===== src/design/fast_slew_map.svh =====
// Register indices, byte addresses, reset values and fixed codes for the fast-slew control block.
// Assumes an APB slave with 32-bit data and one aligned word for each register.
`ifndef FAST_SLEW_MAP_SVH
`define FAST_SLEW_MAP_SVH

// Register indices. The byte address is four times the index.
`define SENSE_TIMER_COUNT_INDEX  10'h0a7
`define FAST_SLEW_CONTROL_INDEX  10'h0a8
`define SENSE_CONTROL_TWO_INDEX  10'h0a9

// Reset values of the registers.
`define SENSE_TIMER_COUNT_RESET  6'h00
`define FAST_SLEW_CONTROL_RESET  8'h00
`define CURRENT_RANGE_RESET      2'h0

// Highest current-range code, forced while the boost interval runs.
`define MAX_CURRENT_RANGE        2'h3

// Width of the boost interval counter.
`define BOOST_INTERVAL_WIDTH     7

// Byte lane that carries the register data.
`define DATA_LANE                0

`endif


===== src/design/fast_slew_pkg.sv =====
// Types used by the fast-slew control block, not by its counter.
// Field layouts follow the register map header; nothing here is a process.
package fast_slew_pkg;

  // Fast-slew control word: interval in bits 7..1, enable in bit 0.
  typedef struct packed {
    logic [6:0] boost_interval_length;
    logic       boost_enable;
  } fast_slew_control_type;

  // Sense timer word: count in bits 5..0, upper bits read as zero.
  typedef struct packed {
    logic [1:0] spare;
    logic [5:0] timer_count_value;
  } sense_timer_count_type;

  // Sense control word: range in bits 1..0, boost status in bit 7.
  typedef struct packed {
    logic       boost_active;
    logic [4:0] spare;
    logic [1:0] oscillator_current_range;
  } sense_control_two_type;

  // Register selected by an APB address.
  typedef enum {
    select_none,
    select_timer,
    select_slew,
    select_control
  } register_select_type;

endpackage : fast_slew_pkg


===== src/design/boost_interval_counter.sv =====
// Down-counter that times the forced-maximum current interval.
// Assumes load is a one-cycle pulse on the same clock as pclk.
`timescale 1ns/100ps

module boost_interval_counter #(
  parameter int WIDTH = 7
) (
  input  wire logic             pclk,        // Internal main clock.
  input  wire logic             presetn,     // Asynchronous reset, active low.
  input  wire logic             enable,      // Counting allowed while high.
  input  wire logic             load,        // Reload pulse from an oscillator edge.
  input  wire logic [WIDTH-1:0] load_value,  // Interval length in clock periods.
  output logic                  active,      // High while the count is above zero.
  output logic [WIDTH-1:0]      count        // Present count value.
);

  logic [WIDTH-1:0] next_count;

  // A low enable clears the count at the next pclk edge, so a disabled boost stops forcing the range.
  always_comb begin
    next_count = count;
    if (!enable) begin
      next_count = '0;
    end else if (load) begin
      next_count = load_value;
    end else if (count != '0) begin
      next_count = count - WIDTH'(1);
    end
  end

  // Count register.
  always_ff @(posedge pclk or negedge presetn) begin
    if (!presetn) begin
      count <= '0;
    end else begin
      count <= next_count;
    end
  end

  // A loaded zero gives no interval at all.
  assign active = (count != '0);

endmodule : boost_interval_counter


===== src/design/fast_slew_interval_control.sv =====
// Fast-slew control for a relaxation oscillator, with the sense timer count register.
// Assumes pclk is the internal main clock and that the oscillator output is asynchronous
// to it. Registers are reached over APB with zero wait states.
`timescale 1ns/100ps

`include "fast_slew_map.svh"

// How it works
// RULE1: Interval field loads counter on main clock.
// RULE2: Counting forces current range to maximum.
// RULE3: Interval end restores programmed current range.
// RULE4: Enable low passes programmed range through.
// RULE5: Every oscillator edge reloads the counter.
// RULE6: Range field reads back programmed value only.
// RULE7: Zero gives none, N gives N periods.
// RULE8: Six-bit timer count, reset to zero.
// RULE9: Synchronise oscillator, detect both edges.
module fast_slew_interval_control #(
  parameter int ADDR_WIDTH = 12,
  parameter int SYNC_DEPTH = 2
) (
  input  wire logic                  pclk,                  // Internal main clock, 25 MHz.
  input  wire logic                  presetn,               // Asynchronous reset, active low.
  input  wire logic                  psel,                  // APB select.
  input  wire logic                  penable,               // APB access phase.
  input  wire logic                  pwrite,                // APB direction, high for write.
  input  wire logic [ADDR_WIDTH-1:0] paddr,                 // APB byte address.
  input  wire logic [31:0]           pwdata,                // APB write data.
  input  wire logic [3:0]            pstrb,                 // APB write byte strobes.
  output logic [31:0]                prdata,                // APB read data.
  output logic                       pready,                // APB ready.
  output logic                       pslverr,               // APB error on unmapped address.
  input  wire logic                  relax_osc_out,         // Relaxation oscillator output.
  output logic [1:0]                 effective_current_range, // Range sent to the oscillator.
  output logic                       boost_active,          // Forced interval in progress.
  output logic [5:0]                 timer_count_value      // Sense timer count.
);

  // Byte address of a register from its index.
  function automatic logic [ADDR_WIDTH-1:0] byte_address(input logic [9:0] index);
    byte_address = ADDR_WIDTH'({index, 2'h0});
  endfunction : byte_address

  // Register selected by an address; anything else is unmapped.
  function automatic fast_slew_pkg::register_select_type decode(
    input logic [ADDR_WIDTH-1:0] addr
  );
    if (addr == byte_address(`SENSE_TIMER_COUNT_INDEX)) begin
      decode = fast_slew_pkg::select_timer;
    end else if (addr == byte_address(`FAST_SLEW_CONTROL_INDEX)) begin
      decode = fast_slew_pkg::select_slew;
    end else if (addr == byte_address(`SENSE_CONTROL_TWO_INDEX)) begin
      decode = fast_slew_pkg::select_control;
    end else begin
      decode = fast_slew_pkg::select_none;
    end
  endfunction : decode

  // Software-visible register state.
  fast_slew_pkg::fast_slew_control_type slew_control;
  fast_slew_pkg::fast_slew_control_type next_slew_control;
  logic [5:0]                           timer_count;
  logic [5:0]                           next_timer_count;
  logic [1:0]                           user_range;
  logic [1:0]                           next_user_range;

  // Bus response state.
  logic [31:0]                          next_prdata;
  logic                                 next_pslverr;

  // Oscillator synchroniser and edge detector.
  logic [SYNC_DEPTH-1:0]                osc_sync;
  logic [SYNC_DEPTH-1:0]                next_osc_sync;
  logic                                 osc_last;
  logic                                 next_osc_last;
  logic                                 osc_edge;

  // Effective range output state.
  logic [1:0]                           next_effective_range;
  logic                                 next_boost_active;
  logic                                 counter_active;

  fast_slew_pkg::register_select_type   setup_select;
  fast_slew_pkg::register_select_type   access_select;
  logic                                 setup_phase;
  logic                                 write_strobe;
  fast_slew_pkg::sense_timer_count_type timer_word;
  fast_slew_pkg::sense_control_two_type control_word;

  // Every transfer completes in its first access cycle, so no wait state is needed.
  assign pready       = psel & penable;
  assign setup_phase  = psel & ~penable;
  assign setup_select = decode(paddr);
  assign access_select = decode(paddr);
  // Data sits in the low byte lane; a write without that strobe changes nothing.
  assign write_strobe = psel & penable & pwrite & pstrb[`DATA_LANE];

  // Read words, built from register state so reserved bits read as zero.
  always_comb begin
    timer_word                   = '0;
    timer_word.timer_count_value = timer_count;
    control_word                 = '0;
    control_word.oscillator_current_range = user_range; // RULE6
    control_word.boost_active    = boost_active;
  end

  // Read data and error are captured in the setup cycle so both come from flip-flops.
  always_comb begin
    next_prdata  = prdata;
    next_pslverr = pslverr;
    if (setup_phase) begin
      next_pslverr = 1'b0;
      next_prdata  = 32'h0000_0000;
      case (setup_select)
        fast_slew_pkg::select_timer: begin
          next_prdata[7:0] = timer_word;
        end
        fast_slew_pkg::select_slew: begin
          next_prdata[7:0] = slew_control;
        end
        fast_slew_pkg::select_control: begin
          next_prdata[7:0] = control_word;
        end
        default: begin
          next_pslverr = 1'b1;
        end
      endcase
    end
  end

  always_ff @(posedge pclk or negedge presetn) begin
    if (!presetn) begin
      prdata  <= 32'h0000_0000;
      pslverr <= 1'b0;
    end else begin
      prdata  <= next_prdata;
      pslverr <= next_pslverr;
    end
  end

  // Register writes take effect at the edge that ends the access phase.
  // Unmapped writes are dropped; the error flag already tells the master.
  always_comb begin
    next_slew_control = slew_control;
    next_timer_count  = timer_count;
    next_user_range   = user_range;
    if (write_strobe) begin
      case (access_select)
        fast_slew_pkg::select_timer: begin
          next_timer_count = pwdata[5:0]; // RULE8
        end
        fast_slew_pkg::select_slew: begin
          next_slew_control = fast_slew_pkg::fast_slew_control_type'(pwdata[7:0]);
        end
        fast_slew_pkg::select_control: begin
          next_user_range = pwdata[1:0];
        end
        default: begin
          next_user_range = user_range;
        end
      endcase
    end
  end

  // Power-on reset clears both documented registers and the programmed range.
  always_ff @(posedge pclk or negedge presetn) begin
    if (!presetn) begin
      slew_control <= fast_slew_pkg::fast_slew_control_type'(`FAST_SLEW_CONTROL_RESET);
      timer_count  <= `SENSE_TIMER_COUNT_RESET; // RULE8
      user_range   <= `CURRENT_RANGE_RESET;
    end else begin
      slew_control <= next_slew_control;
      timer_count  <= next_timer_count;
      user_range   <= next_user_range;
    end
  end

  assign timer_count_value = timer_count;

  // The oscillator is asynchronous to pclk. The first stage feeds only the second,
  // and the edge detector looks at the settled stage and one stage behind it.
  always_comb begin
    next_osc_sync = {osc_sync[SYNC_DEPTH-2:0], relax_osc_out}; // RULE9
    next_osc_last = osc_sync[SYNC_DEPTH-1];
  end

  always_ff @(posedge pclk or negedge presetn) begin
    if (!presetn) begin
      osc_sync <= '0;
      osc_last <= 1'b0;
    end else begin
      osc_sync <= next_osc_sync;
      osc_last <= next_osc_last;
    end
  end

  // Rising and falling edges both restart the boost interval.
  assign osc_edge = osc_sync[SYNC_DEPTH-1] ^ osc_last; // RULE9

  // The counter loads the interval field on each edge and counts on pclk.
  // With the enable low it is held at zero and the field has no effect.
  boost_interval_counter #(
    .WIDTH      (`BOOST_INTERVAL_WIDTH)
  ) interval_counter (
    .pclk       (pclk),
    .presetn    (presetn),
    .enable     (slew_control.boost_enable),           // RULE4
    .load       (osc_edge),                            // RULE5
    .load_value (slew_control.boost_interval_length),  // RULE1
    .active     (counter_active),                      // RULE7
    .count      ()
  );

  // The range output is registered so the oscillator sees no decode glitches.
  // This costs one cycle of lag, but the forced interval keeps its exact length.
  always_comb begin
    next_boost_active = counter_active;
    if (counter_active) begin
      next_effective_range = `MAX_CURRENT_RANGE; // RULE2
    end else begin
      next_effective_range = user_range; // RULE3
    end
  end

  always_ff @(posedge pclk or negedge presetn) begin
    if (!presetn) begin
      effective_current_range <= `CURRENT_RANGE_RESET;
      boost_active            <= 1'b0;
    end else begin
      effective_current_range <= next_effective_range;
      boost_active            <= next_boost_active;
    end
  end

endmodule : fast_slew_interval_control


===== config.mk =====
export PLATFORM = sky130hd
export DESIGN_NAME = fast_slew_interval_control
export DESIGN_NICKNAME = d
export VERILOG_FILES = /design/src/design/fast_slew_pkg.sv /design/src/design/boost_interval_counter.sv /design/src/design/fast_slew_interval_control.sv
export VERILOG_INCLUDE_DIRS = /design/src /design/src/design
export SDC_FILE = /design/constraint.sdc
export NUM_CORES = 1
export LEC_CHECK = 0
export BUFFER_PORTS_ARGS = -buffer_cell sky130_fd_sc_hd__buf_2
export CELL_PAD_IN_SITES_DETAIL_PLACEMENT = 1
export CELL_PAD_IN_SITES_GLOBAL_PLACEMENT = 2
export CORE_ASPECT_RATIO = 1.5
export CORE_MARGIN = 10
export CORE_UTILIZATION = 24
export CTS_CLUSTER_DIAMETER = 150
export DETAILED_ROUTE_END_ITERATION = 16
export GPL_TIMING_DRIVEN = 1
export PLACE_DENSITY_LB_ADDON = 0.1
export SYNTH_ARGS = -nofsm -noshare
export SYNTH_HDL_FRONTEND = slang
export SYNTH_SLANG_ARGS = --single-unit

===== constraint.sdc =====
create_clock -name pclk -period 1.6 [get_ports pclk]
set_clock_uncertainty 0.05 [all_clocks]
set_input_delay 0.32 -clock pclk [delete_from_list [all_inputs] [get_ports pclk]]
set_output_delay 0.32 -clock pclk [all_outputs]
set_load 0.05 [all_outputs]

Word level (Yosys, flattened, before mapping). Index checks and enable logic that the tools add are counted.

Reductions and logical operators: 5. Eq/ne operators: 7. Bitwise operators: 6. Mux-type cells: 9. Add/sub/neg operators: 1.

Operator list (count): $eq A32 B2 Y1 const B (2); $mux W32 (2); $eq A12 B10 Y1 const B (3); $eq A32 B1 Y1 const B (1); $pmux W8 S3 (1); $mux W7 (3); $reduce_bool A7 Y1 (1); $sub A7 B1 Y7 const B (1); $reduce_and A2 Y1 (3); $and A1 B1 Y1 (4); $mux W2 (2); $ne A3 B1 Y1 const B (1); $reduce_or A3 Y1 (1); $mux W1 (1); $not A1 Y1 (1); $xor A1 B1 Y1 (1).

Word-level logic and storage cells: 39. Bits in registers: 38. Output and inout port bits: 43. Input port bits: 54.

Logic depth before layout (Yosys ltp). Gate-level depths: netlist (run 1).

Word-level depth: 7. Mapped depth: 6.

Cells and area by module. From an unflattened synthesis (run 1), not the netlist that was laid out.

Cells, all modules: 163. Area total of the unflattened synthesis: 1948.1 sq um.

By module, submodules not included: fast_slew_interval_control (times used 1, area an instance 1527.7 sq um, cells each 120); boost_interval_counter (times used 1, area an instance 420.4 sq um, cells each 43).

Worst setup path after synthesis (run 1). Ideal clock, no wire load.

Kind: input -> register. From: input port psel. To: register slew_control[0] in the netlist's numbering. Setup slack: -398 ps. Arrival time: 1823 ps. Data required time: 1425 ps. Stages: 5. Cell sequence: and2_1 > nand3_1 > or4_4 > buf_6 > mux2_4.

Longest elaborated chain between the ends: 4.

Ends and longest elaborated chain: start: declaration (RTL line fast_slew_interval_control.sv:24) `input wire logic psel,`; $and A1 B1 Y1 (3 in a row) (RTL line fast_slew_interval_control.sv:96) `` assign write_strobe = psel & penable & pwrite & pstrb[`DATA_LANE]; ``; $reduce_and A2 Y1 (no line); end signal: assignment (RTL line fast_slew_interval_control.sv:168) `` slew_control <= fast_slew_pkg::fast_slew_control_type'(`FAST_SLEW_CONTROL_RESET); ``; end signal: assignment (RTL line fast_slew_interval_control.sv:172) `slew_control <= next_slew_control;`; end: declaration (RTL line fast_slew_interval_control.sv:60) `fast_slew_pkg::fast_slew_control_type slew_control;`.

Every way passes these cells. A chain may end at the register's enable or synchronous reset.

Worst setup path in the final report (run 1).
From: input port paddr[3]. To: register slew_control[6] in the netlist's numbering.

Longest elaborated chain between the ends: 6. Elaborated cells between the ends (all ways): 8.

Ends and longest elaborated chain: start: declaration (RTL line fast_slew_interval_control.sv:27) `input wire logic [ADDR_WIDTH-1:0] paddr,`; $eq A12 B10 Y1 (RTL line fast_slew_interval_control.sv:52) `` end else if (addr == byte_address(`SENSE_CONTROL_TWO_INDEX)) begin ``; $mux W2 (RTL line fast_slew_interval_control.sv:52); $mux W32; $mux W32 (*); $eq A32 B2 Y1 (*); $reduce_and A2 Y1 (no line) (*).

Mark *: on every way between the ends. The rest lies on a longest branch, timed or not.

==> summary.md, run 1 <==
| Metric | Value |
|---|---|
| Crit path DAT | `1.77 ns` |
| Required @ worst endpoint | `1.72 ns` |
| Vias in the first global route | `1,683` |
| Final cell count without fillers | `340` |
| Synth area leader | `dfrtp_1` |
| Register area | `951 sq um` |
| Die area | `0.0123 sq mm` |
| Routed WL | `5490 um` |
| CP peak stage delay | `0.63 ns` |
| Initial Util | `24.6%` |
| Post-DP HPWL | `4520 um` |
| Warnings, synthesis | `0` |
| Largest net degree at the start of global routing | `39` |
| Max VDD drop | `0.324 mV` |
| Post-synth EDFFs | `0` |
| Share of the clock period used by the worst path | `103%` |
| Layout cells sized above 1 | `44.7%` |
| Htree depth | `2` |
| Sw Share | `24.3%` |
| Mux share of post-synthesis cell area | `12.8%` |
| Internal power | `1920 uW` |
| Syn Inst Count | `168` |
| Crit start category | `primary input` |
| Setup TNS | `-0.384 ns` |
| Initial antenna violation count | `0` |
| Reg2reg start | `interval_counter.count[3]$_DFFE_PN0P_` |
| Fillers | `924` |
| Crit end category | `flop` |
| Final setup viols | `8` |
| Failing checks | `negative setup slack` |
| Vias per Instance | `4.18` |
| Root buffer cell | `clkbuf_16` |
| Combinational family with the most area after synthesis | `simple AND/OR/NAND/NOR gates` |
| Mapped Area | `0.00197 sq mm` |
| Synth async-reset ratio | `100%` |
| Synth cell types | `40` |
| GRT overflow | `0` |
| Clock transition at path regs | `0.06 ns` |
| Via count | `1,420` |
| Commonest cells in the netlist | `dfrtp_1, buf_4, nand2_1` |
| CORE AREA | `0.00801 sq mm` |
| Reg2reg path depth | `5` |
| DRC Markers | `0` |
| Pwr/cell area | `958 mW/mm^2` |
| Multi-input logic area | `936 sq um` |
| NetSw | `617 uW` |
| Worst Hold Class | `primary input to async pin` |
| Tmin final | `1.65 ns` |
| Die W | `94.0 um` |
| First-pass GRT wire length | `8830 um` |
| Wire per inst | `16.1 um` |
| Routability cong. | `0.730` |
| Area delta synth->final | `34.3%` |
| Share of the yosys chip area belonging to registers | `48.3%` |
| Status | `complete, but fails checks` |
| Top_reg_cell synth | `dfrtp_1` |
| Post-Synth Adder-Cell Area | `1.27%` |
| Clock Path Buffers | `2` |
| Seq pwr share | `38.2%` |
| I/O Buffers | `45` |
| Die height | `131 um` |
| Nets | `290` |
| Post-route setup slack | `-0.0503 ns` |
| Global Route Usage Sum | `9.34%` |
| DP Cell Count | `331` |
| Simple-gate portion of the synthesized area | `14.4%` |
| Clock share of power | `51.7%` |
| Worst path cell trace | `buf_2 -> or3b_4 -> or4_4 -> mux2_4` |
| CTS tree | `yes` |
| Comb pwr share | `10.2%` |
| Antenna Cells | `0` |
| Clk sinks | `38` |
| Final antenna-violating net count | `0` |
| Max-cap viol count | `0` |
| Num CTS Buffers | `5` |
| Static leakage power | `0.00134 uW` |
| Iteration-0 DRC Markers | `57` |
| Post-Synth XOR/XNOR Area | `3.11%` |
| Most common cell in the netlist | `dfrtp_1` |
| Synth top area share | `48.3%` |
| Crit Path Max Fanout | `8` |
| Drt pass-1 iters | `3` |
| Boundary Pins | `97` |
| Kind of critical path | `primary input to flop` |
| R2R setup slack | `0 ns` |
| Synth Area per Inst | `11.7 sq um` |
| Post-layout util | `33.1%` |
| Row Count | `40` |
| Final Hold Viols | `0` |
| Worst r2r dst | `interval_counter.count[5]$_DFFE_PN0P_` |
| Synth area leaders | `dfrtp_1, buf_4, mux2_4, mux2_2, nand2_1` |
| Slowest CP cell | `or4_4` |
| Post-synthesis compound-gate area fraction | `8.83%` |
| Fmax | `606 MHz` |
| Max-slew violations | `0` |
| Setup repair after global routing missed its margin | `yes` |
| Synth Register Bits | `38` |
| Clock latency on the worst-skew pair | `0.28 ns` |
-- cell families after synthesis --
kind of cell    Yosys count
flops                    38
fa+ha+maj                 2
buf+inv                  32
other cells               1
xor+xnor                  7
simple gates             45
compound gates           23
mux                      20
-- repair_timing --
item | in CTS | in global routing
hold buffers | 0 | 0
hold endpoints to repair | 0 | 0
pin swaps | 7 | 9
endpoints found under the setup margin | 20 | 23
gates resized for setup | 9 | 10
buffers inserted | 1 | 0
-- worst max-delay path: cells and delay by family --
family / cells / cell delay (ns)
and+or+nand+nor: 2 / 1.00
buffers and inverters: 1 / 0.11
muxes: 1 / 0.33
-- power by group through the flow --
stage               logic (uW)  registers (uW)  clock network [uW]
floorplan                  210             986                   0
finish                     259             968                1310
CTS                        259             968                1350
detailed placement         254             986                   0
global route               278             968                1390
global placement           250             986                   0
-- registers in the layout (all words and copies together) (netlist names) --
signal                   flops
pslverr                      1
interval_counter.count       7
timer_count_value            6
slew_control                 8
osc_sync                     2
effective_current_range      2
user_range                   2
boost_active                 1
osc_last                     1
prdata                       8
-- cells in the final DEF, fill, tap and decap left out, types with 2 or more instances in the layout --
| cell type | count |
|---|---|
| xor2_1 | 4 |
| buf_4 | 18 |
| o21ai_0 | 2 |
| a22oi_1 | 4 |
| buf_2 | 41 |
| bufinv_16 | 2 |
| mux2i_1 | 3 |
| nor2_1 | 3 |
| or2_4 | 2 |
| a22o_1 | 2 |
| nand2_1 | 16 |
| mux2_4 | 8 |
| nand3_1 | 6 |
| xnor2_1 | 3 |
| conb_1 | 24 |
| o31ai_1 | 7 |
| ha_1 | 2 |
| dfrtp_1 | 38 |
| nor4b_4 | 2 |
| inv_1 | 2 |
| or4_4 | 2 |
| mux2_2 | 9 |
| buf_6 | 6 |
| a21boi_1 | 2 |
| clkbuf_16 | 5 |
| a32o_1 | 2 |
-- layout make-up --
cell class	instances	area share, %
flip-flops and latches	38	35.9
repair buffers	66	16.2
well taps	105	4.96
multi-input cells	121	35.3
clock inverters	3	2.60
clock buffers	5	4.73
inverters	2	0.284
-- stage by stage --
stage | area [sq um] | power (uW) | hold WS (ns) | setup WS [ns]
finish | 2650 | 2540 | 0.0346 | -0.0503
global route | 2650 | 2630 | 0.0746 | -0.0996
detailed placement | 2370 | 1240 | 0.295 | -0.372
global placement | 2370 | 1240 | 0.288 | -0.349
floorplan | 2070 | 1200 | -0.0256 | -0.244
CTS | 2620 | 2570 | 0.0574 | -0.0665
-- metal layers --
metal / part of all wire [%] / track usage, %
met5: 0 / 0
met4: 2.2 / 4.57
met3: 5.7 / 3.08
met2: 56 / 17.1
met1: 36 / 9.18
-- worst max path at each step --
stage	from	end	slack, ns	cells past startpoint
4_1_cts	paddr[0]	slew_control[7]$_DFFE_PN0P_	-0.07	5
6_report	paddr[3]	slew_control[6]$_DFFE_PN0P_	-0.05	4
3_5_place_dp	paddr[3]	slew_control[6]$_DFFE_PN0P_	-0.37	4
2_1_floorplan	paddr[3]	slew_control[0]$_DFFE_PN0P_	-0.24	4
3_3_place_gp	paddr[3]	slew_control[2]$_DFFE_PN0P_	-0.35	4
5_1_grt	paddr[1]	slew_control[1]$_DFFE_PN0P_	-0.1	5
(Power assumes the default switching activity.)
==> inputs of run 2 (changes only) <==
--- a/config.mk
+++ b/config.mk
@@ -6,12 +6,13 @@
 export SDC_FILE = /design/constraint.sdc
 export NUM_CORES = 1
 export LEC_CHECK = 0
+export ABC_AREA = 1
 export BUFFER_PORTS_ARGS = -buffer_cell sky130_fd_sc_hd__buf_2
 export CELL_PAD_IN_SITES_DETAIL_PLACEMENT = 1
 export CELL_PAD_IN_SITES_GLOBAL_PLACEMENT = 2
 export CORE_ASPECT_RATIO = 1.5
 export CORE_MARGIN = 10
-export CORE_UTILIZATION = 24
+export CORE_UTILIZATION = 23
 export CTS_CLUSTER_DIAMETER = 150
 export DETAILED_ROUTE_END_ITERATION = 16
 export GPL_TIMING_DRIVEN = 1
==> summary.md, run 2 <==
| Metric | Value |
|---|---|
| Share of the clock period used by the worst path | `90.3%` |
| Layout cells sized above 1 | `29.0%` |
| Worst Hold Class | `primary input to flop` |
| Synth Register Bits | `38` |
| Post-synth EDFFs | `0` |
| Tmin final | `1.45 ns` |
| Syn Inst Count | `256` |
| Crit start category | `flop` |
| Seq pwr share | `42.6%` |
| Vias in the first global route | `2,031` |
| Crit end category | `flop` |
| Crit path DAT | `1.56 ns` |
| Synth async-reset ratio | `100%` |
| Reg2reg path depth | `7` |
| I/O Buffers | `45` |
| Status | `completed` |
| Hold-critical path endpoint | `osc_sync[0]$_DFF_PN0_` |
| Final Hold Viols | `0` |
| Warnings, synthesis | `0` |
| Initial antenna violation count | `0` |
| Setup repair after global routing missed its margin | `no` |
| Clock share of power | `44.1%` |
| Iteration-0 DRC Markers | `40` |
| Max-slew violations | `0` |
| Area delta synth->final | `23.8%` |
| Hold Path Cell Cnt | `1` |
| Static leakage power | `0.00142 uW` |
| Htree depth | `2` |
| Routed WL | `6130 um` |
| Sw Share | `27.6%` |
| DRC Markers | `0` |
| Synth area leader | `dfrtp_1` |
| Synth cell types | `28` |
| Comb pwr share | `13.3%` |
| CTS tree | `yes` |
| Root buffer cell | `clkbuf_16` |
| Internal power | `1650 uW` |
| Die W | `98.2 um` |
| Nets | `369` |
| Min-delay src | `relax_osc_out` |
| Wire per inst | `14.4 um` |
| Kind of critical path | `flop to flop` |
| Via count | `1,752` |
| NetSw | `628 uW` |
| Global Route Usage Sum | `9.33%` |
| Clock Path Buffers | `2` |
| Top flop regs | `prdata: 8 flops, slew_control: 8 flops, interval_counter.count: 7 flops` |
| Worst r2r dst | `interval_counter.count[3]$_DFFE_PN0P_` |
| Routability cong. | `0.726` |
| Mapped Area | `0.00211 sq mm` |
| Pwr/cell area | `873 mW/mm^2` |
| Die area | `0.0135 sq mm` |
| Commonest cells in the netlist | `nand2_1, dfrtp_1, buf_4` |
| Final setup viols | `0` |
| Vias per Instance | `4.13` |
| Post-DP HPWL | `4900 um` |
| CORE AREA | `0.00888 sq mm` |
| Max-cap viol count | `0` |
| Initial Util | `23.8%` |
| Row Count | `42` |
| Share of the yosys chip area belonging to registers | `45.1%` |
| Max VDD drop | `0.344 mV` |
| Clock transition at path regs | `0.06 ns` |
| Most common cell after layout, fill and taps aside | `nand2_1` |
| Synth top area share | `45.1%` |
| Fillers | `1,103` |
| Antenna Cells | `0` |
| R2R setup slack | `0.15 ns` |
| GRT overflow | `0` |
| Min Hold Slack | `0.0926 ns` |
| Synth area leaders | `dfrtp_1, nand2_1, buf_4, nand3_1, inv_1` |
| Die height | `137 um` |
| Top_reg_cell synth | `dfrtp_1` |
| Synth Area per Inst | `8.24 sq um` |
| Fmax | `692 MHz` |
| Clock latency on the worst-skew pair | `0.28 ns` |
| Required @ worst endpoint | `1.72 ns` |
| Commonest non-fill, non-tap cells in the layout | `nand2_1, buf_2, dfrtp_1` |
| Num CTS Buffers | `5` |
| Reg2reg start | `interval_counter.count[0]$_DFFE_PN0P_` |
| Largest net degree at the start of global routing | `39` |
| Boundary Pins | `97` |
| Crit Path Max Fanout | `7` |
| Drt pass-1 iters | `3` |
| Clk sinks | `38` |
| Setup TNS | `0 ns` |
| Post-layout util | `29.4%` |
| Final antenna-violating net count | `0` |
| Most common cell in the netlist | `nand2_1` |
| First-pass GRT wire length | `10,200 um` |
## run 2: per-layer routing
| layer | global-route usage (%) | part of all wire, % |
|---|---|---|
| met5 | 0 | 0 |
| met3 | 2.66 | 4.9 |
| met1 | 9.38 | 38 |
| met4 | 4.07 | 1.9 |
| met2 | 17.5 | 55 |
## run 2: cell type report
cell class / count / area, sq um / area share (%)
clock buffer: 7 / 143 / 5.46
clock inverter: 1 / 5.00 / 0.192
inverter: 24 / 90.1 / 3.45
multi-input combinational: 189 / 945 / 36.2
sequential: 38 / 951 / 36.4
tap: 110 / 138 / 5.27
timing repair buffer: 55 / 340 / 13.0
## run 2: timing repair
| action | in CTS | in global routing |
|---|---|---|
| buffers inserted | 0 | 0 |
| endpoints found under the setup margin | 0 | 4 |
| resized for setup | 0 | 3 |
| hold buffers | 1 | 0 |
| endpoints found under the hold margin | 38 | 0 |
## run 2: worst max-delay path, cell delays in order, from the launching register on
cell	delay, ns
dfrtp_1	0.37
inv_1	0.14
ha_1	0.17
nand4_1	0.14
nor2_1	0.15
nand2_2	0.13
nand2_2	0.12
nor2_1	0.05
## run 2: through the flow
stage          total power, uW  cell area (sq um)  setup WS [ns]  cells
3_3_place_gp              1290               2450         0.0414    415
4_1_cts                   2330               2600         0.0319    424
5_1_grt                   2390               2610         0.0317    424
2_1_floorplan             1240               2200          0.305    279
6_report                  2280               2610          0.155    424
3_5_place_dp              1290               2450         0.0579    415
## run 2: kinds of logic (layout without fill, tap and decap cells)
group	after synthesis	count (layout)	share of synthesized area [%]
XOR/XNOR	1	1	0.415
buffers and inverters	52	87	14.6
AND/OR/NAND/NOR	133	133	30.2
AO/OA/AOI/OAI	29	29	8.36
adder cells (fa/ha/maj)	2	2	1.19
other	1	24	0.178
flip-flops	38	38	45.1
## run 2: power by group through the flow
stage,clock (uW),combinational [uW],sequential (uW)
3_5_place_dp,0,304,989
3_3_place_gp,0,303,989
4_1_cts,1050,307,972
5_1_grt,1090,330,973
6_report,1010,303,972
2_1_floorplan,0,240,1000
## run 2: worst max path at each step
stage                                           from                                     to  cells past startpoint
2_1_floorplan  interval_counter.count[0]$_DFFE_PN0P_  interval_counter.count[6]$_DFFE_PN0P_                      7
3_5_place_dp   interval_counter.count[0]$_DFFE_PN0P_  interval_counter.count[3]$_DFFE_PN0P_                      7
5_1_grt        interval_counter.count[0]$_DFFE_PN0P_  interval_counter.count[6]$_DFFE_PN0P_                      7
4_1_cts        interval_counter.count[0]$_DFFE_PN0P_  interval_counter.count[3]$_DFFE_PN0P_                      7
6_report       interval_counter.count[0]$_DFFE_PN0P_  interval_counter.count[3]$_DFFE_PN0P_                      7
3_3_place_gp   interval_counter.count[0]$_DFFE_PN0P_  interval_counter.count[4]$_DFFE_PN0P_                      7
==> inputs of run 3 (changes only) <==
--- a/config.mk
+++ b/config.mk
@@ -7,14 +7,14 @@
 export NUM_CORES = 1
 export LEC_CHECK = 0
 export ABC_AREA = 1
-export BUFFER_PORTS_ARGS = -buffer_cell sky130_fd_sc_hd__buf_2
 export CELL_PAD_IN_SITES_DETAIL_PLACEMENT = 1
 export CELL_PAD_IN_SITES_GLOBAL_PLACEMENT = 2
 export CORE_ASPECT_RATIO = 1.5
 export CORE_MARGIN = 10
-export CORE_UTILIZATION = 23
+export CORE_UTILIZATION = 31
 export CTS_CLUSTER_DIAMETER = 150
 export DETAILED_ROUTE_END_ITERATION = 16
+export DONT_BUFFER_PORTS = 1
 export GPL_TIMING_DRIVEN = 1
 export PLACE_DENSITY_LB_ADDON = 0.1
 export SYNTH_ARGS = -nofsm -noshare
==> summary.md, run 3 (synthesized netlist as in run 2, its figures left out) <==
| Metric | Value |
|---|---|
| Clock Path Buffers | `2` |
| Commonest non-fill, non-tap cells in the layout | `nand2_1, dfrtp_1, nand3_1` |
| Die area | `0.0106 sq mm` |
| Reg2reg path depth | `5` |
| Most common cell after layout, fill and taps aside | `nand2_1` |
| Die W | `87.4 um` |
| Pwr/cell area | `835 mW/mm^2` |
| Kind of critical path | `flop to flop` |
| Initial Util | `32.1%` |
| Status | `completed` |
| CORE AREA | `0.00658 sq mm` |
| Num CTS Buffers | `5` |
| Routed wl met2 | `3100 um` |
| Row Count | `36` |
| Hold Path Cell Cnt | `2` |
| Clk sinks | `38` |
| Clock latency on the worst-skew pair | `0.29 ns` |
| Worst Hold Class | `primary input to flop` |
| Routability cong. | `0.735` |
| Static leakage power | `0.00120 uW` |
| Largest net degree at the start of global routing | `39` |
| Routed WL | `5600 um` |
| Final setup viols | `0` |
| Slowest CP cell | `dfrtp_1` |
| CTS tree | `yes` |
| Max-cap viol count | `0` |
| Area delta synth->final | `8.90%` |
| Critical path origin | `interval_counter.count[0]$_DFFE_PN0P_` |
| Layout cells sized above 1 | `18.3%` |
| Nets | `328` |
| Met3 WL | `308 um` |
| Max VDD drop | `0.244 mV` |
| Crit start category | `flop` |
| Final Hold Viols | `0` |
| Setup repair after global routing missed its margin | `no` |
| Post-layout util | `34.9%` |
| Fmax | `683 MHz` |
| Initial antenna violation count | `0` |
| Reg2reg start | `interval_counter.count[0]$_DFFE_PN0P_` |
| Worst slew margin | `64.2%` |
| Final antenna-violating net count | `0` |
| Boundary Pins | `97` |
| CP peak stage delay | `0.38 ns` |
| Root buffer cell | `clkbuf_8` |
| Vias in the first global route | `1,835` |
| Tmin final | `1.47 ns` |
| Required @ worst endpoint | `1.73 ns` |
| Via count | `1,595` |
| Max-slew violations | `0` |
| Post-DP HPWL | `4450 um` |
| Crit end category | `flop` |
| Crit Path Max Fanout | `4` |
| Iteration-0 DRC Markers | `60` |
| PnR Total Power | `1920 uW` |
| Die height | `121 um` |
| First-pass GRT wire length | `9280 um` |
| Setup TNS | `0 ns` |
| Min-delay src | `pwdata[6]` |
| Crit path DAT | `1.60 ns` |
| I/O Buffers | `0` |
| GRT overflow | `0` |
| Worst path cell trace | `inv_1 -> ha_1 -> nand4_1 -> buf_4 -> or2_2` |
| Global Route Usage Sum | `11.1%` |
| Wire per inst | `16.0 um` |
| Worst slew pin tran | `0.536 ns` |
| Top layer used by detailed routing | `met4` |
| Min Hold Slack | `0.118 ns` |
| Clock transition at path regs | `0.08 ns` |
| Antenna Cells | `0` |
| Htree depth | `2` |
| Share of the clock period used by the worst path | `91.6%` |
| Vias per Instance | `4.57` |
| Drt pass-1 iters | `4` |
| Top flop regs | `prdata: 8 flops, slew_control: 8 flops, interval_counter.count: 7 flops` |
| Post-Route M1 WL | `2080 um` |
| Buffers inserted by post-CTS timing repair | `0` |
| DRC Markers | `0` |
## run 3: cell types whose count changed in the layout (fill, tap and decap cells not counted)
cell,previous run,this run
dlygate4sd3_1,1,2
nor2_2,3,4
clkbuf_8,1,6
clkbuf_16,5,0
nor2_1,17,16
buf_12,3,1
buf_4,6,11
buf_2,45,0
## run 3: what timing repair did
action                                  CTS  global route
endpoints found under the setup margin    0             7
hold buffers                              3             0
endpoints found under the hold margin    39             0
gates resized for setup                   0             4
## run 3: final cells by class
class	instances	area, sq um
multi-input cells	189	947
clock inverters	1	5.00
clock buffers	7	86.3
repair buffers	14	123
well taps	76	95.1
inverters	24	90.1
fillers	802	4280
flip-flops and latches	38	951
## run 3: worst max-delay path: cells and delay by family, from the launching register on
family                     cells  cell delay (ns)
adders and majority gates      1             0.17
DFF                            1             0.38
and+or+nand+nor                2             0.43
buffers and inverters          2             0.32
## run 3: report_power, final
part | internal (uW) | leakage (uW) | total (uW) | switching (uW)
Sequential | 967 | 0.000522 | 982 | 15.7
Combinational | 36.0 | 0.000628 | 242 | 206
Clock | 348 | 0.0000482 | 693 | 345
## run 3: metrics by stage
| step | instances | worst slack (ns) | cell area (sq um) |
|---|---|---|---|
| after global routing | 349 | 0.00439 | 2300 |
| final | 349 | 0.135 | 2300 |
| after detailed placement | 338 | 0.0924 | 2160 |
| after floorplan | 279 | 0.305 | 2200 |
| after global placement | 338 | 0.102 | 2160 |
| after CTS | 349 | 0.0725 | 2290 |
## run 3: per-layer routing
layer  vias up  global-route usage [%]
met2        40                    19.9
li1        791                       -
met5         -                       0
met1       756                    11.6
met3         8                    3.02
met4         0                    5.10
## run 3: final timing paths
check / end / slack, ns
worst max register to register: effective_current_range[0]$_DFF_PN0_ / 0.13
min in group asynchronous: timer_count_value[1]$_DFFE_PN0P_ / 0.47
worst min register to register: osc_sync[1]$_DFF_PN0_ / 0.30
max in group asynchronous: interval_counter.count[3]$_DFFE_PN0P_ / 0.84
worst min-delay path: slew_control[6]$_DFFE_PN0P_ / 0.12
worst max-delay path: effective_current_range[0]$_DFF_PN0_ / 0.13
